$ cat config.mk
export PLATFORM = sky130hd
export DESIGN_NAME = dcsw_core
export DESIGN_NICKNAME = d
export VERILOG_FILES = /design/src/hdl/dcsw_pkg.sv /design/src/hdl/dcsw_ref_scale.sv /design/src/hdl/dcsw_core.sv
export SDC_FILE = /design/constraint.sdc
export NUM_CORES = 2
export LEC_CHECK = 0
export ABC_AREA = 1
export BUFFER_PORTS_ARGS = -buffer_cell sky130_fd_sc_hd__clkbuf_2
export CAP_MARGIN = 20
export CELL_PAD_IN_SITES_DETAIL_PLACEMENT = 0
export CELL_PAD_IN_SITES_GLOBAL_PLACEMENT = 2
export CORE_UTILIZATION = 33
export DETAILED_ROUTE_END_ITERATION = 16
export GPL_ROUTABILITY_DRIVEN = 0
export HOLD_SLACK_MARGIN = 0.08
export MAX_ROUTING_LAYER = met4
export PLACE_DENSITY_LB_ADDON = 0.05
export SLEW_MARGIN = 20
export SYNTH_ARGS = -nofsm -noshare
export SYNTH_HDL_FRONTEND = slang
export SYNTH_HIERARCHICAL = 1
export SYNTH_SLANG_ARGS = --single-unit
$ cat constraint.sdc
create_clock -name clk -period 8.2 [get_ports clk]
set_input_delay 1.23 -clock clk [delete_from_list [all_inputs] [get_ports clk]]
set_output_delay 1.23 -clock clk [all_outputs]
set_load 0.01 [all_outputs]
$ cat src/hdl/dcsw_pkg.sv
// Purpose: shared constants for the drive command/status word block
// Assumes: 16-bit command, status, reference and frequency words
// Notes: bit 0 is the least significant bit of every word
package dcsw_pkg;
	// profile selection value that enables this command layout
	localparam logic [7:0] DCSW_PROFILE_BUS = 8'h00;
	// command word bit positions
	localparam int CMD_OFF1 = 0;
	localparam int CMD_OFF2 = 1;
	localparam int CMD_OFF3 = 2;
	localparam int CMD_COAST = 3;
	localparam int CMD_JOG1 = 8;
	localparam int CMD_JOG2 = 9;
	localparam int CMD_VALID = 10;
	localparam int CMD_SLOW = 11;
	localparam int CMD_CATCH = 12;
	localparam int CMD_SETUP_LSB = 13;
	localparam int CMD_SETUP_MSB = 14;
	localparam int CMD_REV = 15;
	// status word bit positions
	localparam int ST_CTRL_RDY = 0;
	localparam int ST_DRV_RDY = 1;
	localparam int ST_NO_COAST = 2;
	localparam int ST_TRIP = 3;
	localparam int ST_OFF2 = 4;
	localparam int ST_OFF3 = 5;
	localparam int ST_INHIBIT = 6;
	localparam int ST_WARN = 7;
	localparam int ST_AT_REF = 8;
	localparam int ST_REMOTE = 9;
	localparam int ST_IN_LIMIT = 10;
	localparam int ST_RUNNING = 11;
	localparam int ST_VOLT = 13;
	localparam int ST_CURR = 14;
	localparam int ST_THERM = 15;
	// values after reset: all stops active, start inhibit set
	localparam logic [15:0] CMD_RESET = 16'h0000;
	localparam logic [15:0] REF_RESET = 16'h0000;
	localparam logic [15:0] STATUS_RESET = 16'h0070;
	localparam logic [15:0] FREQ_RESET = 16'h0000;
	// reference scaling: 4000 hex is 100 percent, 7FFF hex is the limit
	localparam int REF_SHIFT = 14;
	localparam logic [31:0] REF_FULL = 32'h0000_4000;
	localparam logic signed [17:0] REF_POS_MAX = 18'sh07FFF;
	localparam logic signed [17:0] REF_NEG_MAX = -18'sh07FFF;
	localparam logic [31:0] FREQ_WORD_MAX = 32'h0000_7FFF;
	// sources allowed to command reversal
	localparam logic [1:0] REVSRC_DIGITAL = 2'h0;
	localparam logic [1:0] REVSRC_SERIAL = 2'h1;
	localparam logic [1:0] REVSRC_AND = 2'h2;
	localparam logic [1:0] REVSRC_OR = 2'h3;
	typedef logic [15:0] dcsw_word_t;
endpackage : dcsw_pkg

$ cat src/hdl/dcsw_ref_scale.sv
// Purpose: map a signed reference word onto a low..high span
// Assumes: hi is not below lo; magnitude 16384 gives the full span
// Notes: result saturates at the top of the 16-bit range
`timescale 1ns/100ps
`default_nettype none
module dcsw_ref_scale #(
	parameter int W = 16
) (
	input wire logic clk,
	input wire logic rst,
	input wire logic [W-1:0] ref_word,
	input wire logic [W-1:0] span_lo,
	input wire logic [W-1:0] span_hi,
	output logic [W-1:0] freq,
	output logic neg
);
	import dcsw_pkg::*;
	logic [W:0] mag;
	logic [W-1:0] span;
	logic [2*W:0] prod;
	logic [2*W:0] sum;

	// two's complement magnitude, scaled the same both ways
	always_comb begin
		mag = ref_word[W-1] ? ((W+1)'(0) - {1'b1, ref_word}) : {1'b0, ref_word};
		span = (span_hi > span_lo) ? (span_hi - span_lo) : '0;
		prod = (2*W+1)'(span) * (2*W+1)'(mag);
		sum = (2*W+1)'(span_lo) + (prod >> REF_SHIFT);
	end

	// registered result, saturated rather than wrapped
	always_ff @(posedge clk or posedge rst) begin
		if (rst) begin
			freq <= '0;
			neg <= 1'b0;
		end else begin
			freq <= (sum[2*W:W] != '0) ? '1 : sum[W-1:0];
			neg <= ref_word[W-1];
		end
	end
endmodule : dcsw_ref_scale
`default_nettype wire

$ cat src/hdl/dcsw_core.sv
// Purpose: decode the bus command word, build the status word, scale reference/frequency
// Assumes: command and reference arrive together on one write strobe
// Notes: drive state (ready, trip, frequency, warnings) comes from the motor control
// Functional notes
// - only act on command words while profile selection equals zero
// - any of command bits 0..2 low requests a ramp stop
// - bits 0..2 all high permit start if other start conditions hold
// - optional relay energised at zero output frequency during ramp stop
// - command bit 8 selects first bus jog frequency
// - command bit 9 selects second bus jog frequency
// - command bit 11 lowers reference by the adjustment amount
// - command bit 12 raises reference by the adjustment amount
// - with bits 11 and 12 both high, only the decrease applies
// - status bit 0 high only when bits 0..2 high and drive ready
// - status bit 2 high only when bits 0..3 high and not tripped
// - status bit 4 is inverse of command bit 1
// - status bit 5 is inverse of command bit 2
// - start inhibit set after trip reset, stop activation, power-up
// - inhibit clears on bit 0 low with bits 1, 2, 10 high
// - reference is signed 16-bit, magnitude up to 32767
// - reference 0..16384 maps linearly onto minimum..maximum reference
// - negative reference reverses rotation, same magnitude scaling
// - output frequency reported signed, 16384 equals low..high limit span
// - command word ignored while bit 10 is zero
// - bits 14:13 select setup when multi-setup is configured
// - bit 15 requests reversal when the reversing source allows serial
// - status bit 3 set on trip, held until reset
`timescale 1ns/100ps
`default_nettype none
module dcsw_core #(
	parameter int W = 16
) (
	input wire logic clk,
	input wire logic rst,
	input wire logic cmd_wr,
	input wire dcsw_pkg::dcsw_word_t cmd_in,
	input wire dcsw_pkg::dcsw_word_t ref_in,
	input wire logic [7:0] profile_sel,
	input wire logic multi_setup_en,
	input wire logic [1:0] rev_source,
	input wire logic rev_input,
	input wire logic relay_zero_en,
	input wire dcsw_pkg::dcsw_word_t adjust_amount,
	input wire dcsw_pkg::dcsw_word_t jog1_freq,
	input wire dcsw_pkg::dcsw_word_t jog2_freq,
	input wire dcsw_pkg::dcsw_word_t ref_min,
	input wire dcsw_pkg::dcsw_word_t ref_max,
	input wire dcsw_pkg::dcsw_word_t freq_low,
	input wire dcsw_pkg::dcsw_word_t freq_high,
	input wire dcsw_pkg::dcsw_word_t out_freq,
	input wire logic out_rev,
	input wire logic drive_ready,
	input wire logic start_ok,
	input wire logic trip_event,
	input wire logic trip_reset,
	input wire logic warn,
	input wire logic remote_ok,
	input wire logic volt_warn,
	input wire logic curr_limit,
	input wire logic therm_warn,
	output dcsw_pkg::dcsw_word_t drive_state_word,
	output dcsw_pkg::dcsw_word_t freq_word,
	output dcsw_pkg::dcsw_word_t freq_target,
	output logic reverse,
	output logic ramp_stop,
	output logic start_permit,
	output logic relay_on,
	output logic [1:0] setup_sel
);
	import dcsw_pkg::*;

	// ********************************
	// command capture
	// ********************************
	dcsw_word_t command_word;
	dcsw_word_t ref_word;
	logic prof_ok;
	assign prof_ok = (profile_sel == DCSW_PROFILE_BUS);

	// both words taken on one strobe; the reference is taken even when bit 10 is low
	always_ff @(posedge clk or posedge rst) begin
		if (rst) begin
			command_word <= CMD_RESET;
			ref_word <= REF_RESET;
		end else if (cmd_wr && prof_ok) begin
			ref_word <= ref_in;
			if (cmd_in[CMD_VALID]) begin
				command_word <= cmd_in;
			end
		end
	end

	// ********************************
	// trip and start inhibit latches
	// ********************************
	logic tripped;
	logic inhibit;
	logic [1:0] stops_prev;
	logic stop_edge;
	logic inhibit_clr;

	// an off2 or off3 stop counts as activated on the edge into the stopped level
	assign stop_edge = (stops_prev[0] & ~command_word[CMD_OFF2])
		| (stops_prev[1] & ~command_word[CMD_OFF3]);
	assign inhibit_clr = ~command_word[CMD_OFF1] & command_word[CMD_OFF2]
		& command_word[CMD_OFF3] & command_word[CMD_VALID];

	// trip flag: new trip beats a reset in the same cycle
	always_ff @(posedge clk or posedge rst) begin
		if (rst) begin
			tripped <= 1'b0;
		end else if (trip_event) begin
			tripped <= 1'b1;
		end else if (trip_reset) begin
			tripped <= 1'b0;
		end
	end

	always_ff @(posedge clk or posedge rst) begin
		if (rst) begin
			stops_prev <= 2'b00;
		end else begin
			stops_prev <= {command_word[CMD_OFF3], command_word[CMD_OFF2]};
		end
	end

	// inhibit: set sources win over the clear pattern
	always_ff @(posedge clk or posedge rst) begin
		if (rst) begin
			inhibit <= 1'b1;
		end else if ((tripped && trip_reset && !trip_event) || stop_edge) begin
			inhibit <= 1'b1;
		end else if (inhibit_clr) begin
			inhibit <= 1'b0;
		end
	end

	// ********************************
	// reference adjustment
	// ********************************
	logic signed [17:0] ref_ext;
	logic signed [17:0] adj_ext;
	logic signed [17:0] next_adj;
	dcsw_word_t adj_ref;

	always_comb begin
		ref_ext = 18'(signed'(ref_word));
		adj_ext = signed'({2'b00, adjust_amount});
		if (command_word[CMD_SLOW]) begin
			next_adj = ref_ext - adj_ext;
		end else if (command_word[CMD_CATCH]) begin
			next_adj = ref_ext + adj_ext;
		end else begin
			next_adj = ref_ext;
		end
		// keep magnitude within 32767
		if (next_adj > REF_POS_MAX) begin
			next_adj = REF_POS_MAX;
		end else if (next_adj < REF_NEG_MAX) begin
			next_adj = REF_NEG_MAX;
		end
	end

	always_ff @(posedge clk or posedge rst) begin
		if (rst) begin
			adj_ref <= REF_RESET;
		end else begin
			adj_ref <= next_adj[15:0];
		end
	end

	// ********************************
	// reference to frequency, target select
	// ********************************
	dcsw_word_t ref_freq;
	logic ref_neg;
	logic rev_req;

	// span scaling with sign split off
	dcsw_ref_scale #(
		.W(W)
	) u_scale (
		.clk(clk),
		.rst(rst),
		.ref_word(adj_ref),
		.span_lo(ref_min),
		.span_hi(ref_max),
		.freq(ref_freq),
		.neg(ref_neg)
	);

	// reversal source gating of command bit 15
	always_comb begin
		case (rev_source)
			REVSRC_SERIAL: rev_req = command_word[CMD_REV];
			REVSRC_AND: rev_req = command_word[CMD_REV] & rev_input;
			REVSRC_OR: rev_req = command_word[CMD_REV] | rev_input;
			default: rev_req = rev_input;
		endcase
	end

	// jog 1 ahead of jog 2 ahead of the scaled reference
	always_ff @(posedge clk or posedge rst) begin
		if (rst) begin
			freq_target <= FREQ_RESET;
			reverse <= 1'b0;
		end else begin
			if (command_word[CMD_JOG1]) begin
				freq_target <= jog1_freq;
			end else if (command_word[CMD_JOG2]) begin
				freq_target <= jog2_freq;
			end else begin
				freq_target <= ref_freq;
			end
			reverse <= ref_neg ^ rev_req;
		end
	end

	// ********************************
	// run control outputs
	// ********************************
	logic all_on;
	assign all_on = &command_word[CMD_OFF3:CMD_OFF1];

	always_ff @(posedge clk or posedge rst) begin
		if (rst) begin
			ramp_stop <= 1'b1;
			start_permit <= 1'b0;
			relay_on <= 1'b0;
			setup_sel <= 2'b00;
		end else begin
			ramp_stop <= ~all_on;
			start_permit <= all_on & start_ok & ~inhibit & ~tripped;
			relay_on <= relay_zero_en & ~all_on & (out_freq == '0);
			if (multi_setup_en) begin
				setup_sel <= command_word[CMD_SETUP_MSB:CMD_SETUP_LSB];
			end
		end
	end

	// ********************************
	// status word, rebuilt every clock
	// ********************************
	dcsw_word_t next_status;
	always_comb begin
		next_status = '0;
		next_status[ST_CTRL_RDY] = all_on & drive_ready;
		next_status[ST_DRV_RDY] = drive_ready;
		next_status[ST_NO_COAST] = all_on & command_word[CMD_COAST] & ~tripped;
		next_status[ST_TRIP] = tripped;
		next_status[ST_OFF2] = ~command_word[CMD_OFF2];
		next_status[ST_OFF3] = ~command_word[CMD_OFF3];
		next_status[ST_INHIBIT] = inhibit;
		next_status[ST_WARN] = warn;
		next_status[ST_AT_REF] = (out_freq == freq_target);
		next_status[ST_REMOTE] = remote_ok;
		next_status[ST_IN_LIMIT] = (out_freq > freq_low) && (out_freq < freq_high);
		next_status[ST_RUNNING] = start_permit | (out_freq != '0);
		next_status[ST_VOLT] = volt_warn;
		next_status[ST_CURR] = curr_limit;
		next_status[ST_THERM] = therm_warn;
	end

	always_ff @(posedge clk or posedge rst) begin
		if (rst) begin
			drive_state_word <= STATUS_RESET;
		end else begin
			drive_state_word <= next_status;
		end
	end

	// ********************************
	// present frequency report
	// ********************************
	logic [31:0] f_num;
	logic [31:0] f_span;
	logic [31:0] f_quot;
	logic [15:0] f_mag;

	// a zero span reports zero rather than dividing by zero
	always_comb begin
		f_span = (freq_high > freq_low) ? 32'(freq_high - freq_low) : 32'h0;
		f_num = (out_freq > freq_low) ? (32'(out_freq - freq_low) << REF_SHIFT) : 32'h0;
		f_quot = (f_span == 32'h0) ? 32'h0 : (f_num / f_span);
		f_mag = (f_quot > FREQ_WORD_MAX) ? FREQ_WORD_MAX[15:0] : f_quot[15:0];
	end

	always_ff @(posedge clk or posedge rst) begin
		if (rst) begin
			freq_word <= FREQ_RESET;
		end else begin
			freq_word <= out_rev ? (16'h0000 - f_mag) : f_mag;
		end
	end
endmodule : dcsw_core
`default_nettype wire

==> results by group <==
Run status
  – Status: finished with violations
  – Violated checks: setup timing

Global routing
  – Combined global-route utilization of all metal layers: 27.17%
  – Initial antenna violation count: 6
  – Gr ovfl total: 0
  – Global-route wire length before repair: 310.8 mm
  – Vias in the first global route: ~58000
  – Largest net degree at the start of global routing: 68

Setup path
  – Count of buffering cells on the critical path with inverters included: about 140
  – Worst setup SP type: primary input
  – Largest fanout of any net on the critical path: 13
  – Largest delay contributor family on the critical path: simple AND/OR/NAND/NOR gates
  – Crit path arrival time: 65340 ps
  – Delay of the slowest critical-path stage: just over 400 ps
  – Type of destination of the critical path: flip-flop
  – Kind of critical path: primary input to flip-flop
  – Cell repeated most along the worst path: sky130_fd_sc_hd__nand2_2
  – Crit path max-delay cell type: sky130_fd_sc_hd__or3b_4
  – Required time at the worst-slack endpoint: 8570 ps

Finish
  – Layout cells sized above 1: a little under half
  – Final cell count without fillers: 12470
  – Area Growth Syn to Fin: 69.67%
  – NumNets Final: 11690

Timing
  – Slew HR: 20.55%
  – Setup repair after global routing missed its margin: true
  – Smallest setup slack after layout: -56780 ps
  – Worst clock skew: 23.67 ps
  – Final setup violation count: 32
  – Final hold violation count: 0
  – Transition time of the tightest slew-check pin: 1192 ps
  – Clock period minus worst slack: 64980 ps
  – Max-slew violations: 0
  – Total negative setup slack: -916760 ps
  – Post-route fraction of the period consumed by the critical path: 792.4%
  – Max Fclk: 15.39 MHz

Route
  – Via-per-instance ratio: between 4 and 5
  – Antenna violation net count after detailed routing: 0
  – Count of routing violations after the opening detailed-route iteration: 2696
  – Number of optimization iterations in the first detailed-route pass: 7
  – Via count of the routed design: 59180
  – DRC viols: 0
  – Routed wirelength normalized by instance count: about 16 µm
  – Drt total wl: 203.7 mm

Floorplanning
  – Initial core utilization: 33.42%
  – Die Outline Area: 147500 µm²
  – Boundary pin count: 240
  – Core ar.: 144200 µm²
  – Die height: 384.1 µm
  – Width of the die: 384.1 µm
  – Total number of placement rows: 139

Clock tree
  – Buffers from clock root to sink, at most: 2
  – TritonCTS clock tree: done
  – CTS HTree Levels: 4
  – Clock-pin slew of the registers on the worst-case setup and hold paths: 80 ps
  – Clock buffer count from CTS: 17
  – Worst-Skew Late Latency: between 400 and 500 ps
  – CTS Hold Bufs: 0
  – Sinks on the clock net: 118
  – Clock tree root driver cell: sky130_fd_sc_hd__clkbuf_16

Synth
  – Share of synthesized flip-flops with an asynchronous set or reset: 100.0%
  – Sequential share of the synthesized area: 6.141%
  – Largest family of logic cells by synthesized area: adder cells
  – Cell count after synthesis: 7461
  – Compound-gate portion of the synthesized area: 16.74%
  – Number of unique standard cell types used by synthesis: between 80 and 90
  – Share of synthesized area spent on multiplexers: less than 1%
  – Arithmetic-cell share of the synthesized area counting full adders, half adders and majority gates: 28.16%
  – Mean Syn Cell Area: 6.458 µm²
  – Post-synthesis xor/xnor area fraction: between 8 and 9%
  – Synth Flop Type: sky130_fd_sc_hd__dfrtp_1
  – Total standard cell area after synthesis: 48180 µm²
  – Number of flops mapped to enable cells by yosys: 0
  – Simple-gate area share of the yosys netlist: between 20% and 30%
  – Synthesis warning total: 6
  – Number of register bits inferred by synthesis: roughly 120

Place
  – Port-buffer cells: 234
  – Dpl cells: ~12000
  – Detailed-placement wirelength estimate: 164.7 mm

Worst hold path
  – Type of the most critical hold path: flip-flop to flip-flop

Flow run
  – Number of max-cap violations: 0
layout make-up:
class	instances	area, µm²
repair buffers	3174	24120
repair inverters	2	16.27
flip-flops and latches	118	2959
inverters	1255	4852
fillers	14010	62420
clock inverters	15	151.4
multi-input cells	5979	46820
diodes	7	17.52
clock buffers	17	425.4
well taps	1903	2381
repair_timing:
action	4_1_cts	5_1_grt
setup endpoints to repair	32	32
hold endpoints to repair	0	0
setup buffers	316	205
gates resized for setup	388	954
pin swaps	202	619
cloned	8	2
path summary, 6_finish.rpt:
| kind | startpoint | to | slack, ps | cells past startpoint |
|---|---|---|---|---|
| worst min register to register | command_word[1] | stops_prev[0] | 390 | 0 |
| worst max-delay path | freq_low[13] | freq_word[10] | -56780 | 528 |
| worst min-delay path | command_word[1] | stops_prev[0] | 390 | 0 |
| worst max register to register | adj_ref[0] | u_scale/freq[3] | -180 | 41 |
| max in group asynchronous | rst | freq_target[5] | 6050 | 3 |
| min in group asynchronous | rst | ref_word[0] | 810 | 2 |
flip-flops by register name (all words and copies together) (netlist names):
name              count
stops_prev            2
reverse               1
u_scale/neg           1
relay_on              1
command_word         12
start_permit          1
tripped               1
drive_state_word     15
freq_target          16
ref_word             16
inhibit               1
u_scale/freq         16
adj_ref              16
setup_sel             2
freq_word            16
ramp_stop             1
cells in the final DEF, fill, tap and decap left out, drive strengths merged, types with 6 or more instances in the layout:
cell type and count:
a31oi 35, clkbuf 241, o21bai 70, o31ai 27, nand2 1902, fa 214
a21oi 608, mux2 20, inv 1254, diode 7, nor4 28, a211oi 17
a221oi 14, dfrtp 113, o211ai 18, nand4 73, ha 742, nor3 57
a21boi 17, nor2 660, mux2i 6, xnor2 223, o221ai 12, and2 12
xor2 254, nand3 301, conb 17, buf 2948, nand3b 11, clkinv 13
or2 81, o2111ai 6, a21o 52, o21ai 443, o21a 21, a2111oi 8
layer usage:
layer	global-route usage (%)	vias to the layer above	part of all wire, %
li1	-	30370	-
met3	1.226	214	2.5
met5	-	-	0
met1	35.93	27780	47
met2	46.19	818	48
met4	4.648	0	2.0
metrics by stage:
step                worst slack [ps]  utilization [%]  hold slack [ps]  instance area, µm²
finish                        -56780            56.70            386.1               81750
global route                  -61540            56.70            399.0               81750
CTS                           -56300            52.70            382.1               75990
detailed placement            -59920            49.39            366.4               71210
global placement              -58480            49.39            355.2               71210
floorplan                     -57540                -            353.7               50100
cells in the mapped netlist (13+ instances only):
cell type | n | area (µm²)
sky130_fd_sc_hd__a211oi_1 | 17 | 127.6
sky130_fd_sc_hd__a21o_1 | 51 | 382.9
sky130_fd_sc_hd__a21oi_1 | 593 | 2968
sky130_fd_sc_hd__a21oi_2 | 14 | 122.6
sky130_fd_sc_hd__a221oi_1 | 13 | 113.9
sky130_fd_sc_hd__a31oi_1 | 35 | 219.0
sky130_fd_sc_hd__buf_2 | 31 | 155.2
sky130_fd_sc_hd__buf_4 | 22 | 165.2
sky130_fd_sc_hd__clkbuf_1 | 43 | 161.4
sky130_fd_sc_hd__clkbuf_8 | 16 | 220.2
sky130_fd_sc_hd__dfrtp_1 | 113 | 2828
sky130_fd_sc_hd__fa_1 | 214 | 4284
sky130_fd_sc_hd__ha_1 | 742 | 9284
sky130_fd_sc_hd__inv_1 | 1215 | 4561
sky130_fd_sc_hd__inv_2 | 30 | 112.6
sky130_fd_sc_hd__mux2_2 | 20 | 225.2
sky130_fd_sc_hd__nand2_1 | 1797 | 6745
sky130_fd_sc_hd__nand2_2 | 93 | 581.8
sky130_fd_sc_hd__nand3_1 | 258 | 1291
sky130_fd_sc_hd__nand3_2 | 36 | 360.4
sky130_fd_sc_hd__nand4_1 | 72 | 450.4
sky130_fd_sc_hd__nor2_1 | 640 | 2402
sky130_fd_sc_hd__nor2_2 | 13 | 81.33
sky130_fd_sc_hd__nor3_1 | 56 | 280.3
sky130_fd_sc_hd__nor4_1 | 26 | 162.7
sky130_fd_sc_hd__o211ai_1 | 18 | 135.1
sky130_fd_sc_hd__o21a_1 | 21 | 157.7
sky130_fd_sc_hd__o21ai_0 | 254 | 1271
sky130_fd_sc_hd__o21ai_1 | 120 | 600.6
sky130_fd_sc_hd__o21ai_2 | 68 | 595.6
sky130_fd_sc_hd__o21bai_1 | 63 | 473.0
sky130_fd_sc_hd__o31ai_1 | 26 | 195.2
sky130_fd_sc_hd__or2_2 | 73 | 456.7
sky130_fd_sc_hd__xnor2_1 | 223 | 1953
sky130_fd_sc_hd__xor2_1 | 254 | 2225
kinds of logic (layout without fill, tap and decap cells):
kind of cell / count (synthesis) / in the layout
adders and majority gates: 956 / 956
and+or+nand+nor: 3131 / 3133
DFF: 118 / 118
buffers and inverters: 1381 / 4463
muxes: 26 / 26
AOI/OAI and AO/OA: 1369 / 1370
xor gates and xnor gates: 477 / 477
other: 3 / 24
Power is left out: the tool's default activity adds up to more than one toggle a clock period on the data nets, which glitch-free logic cannot reach.
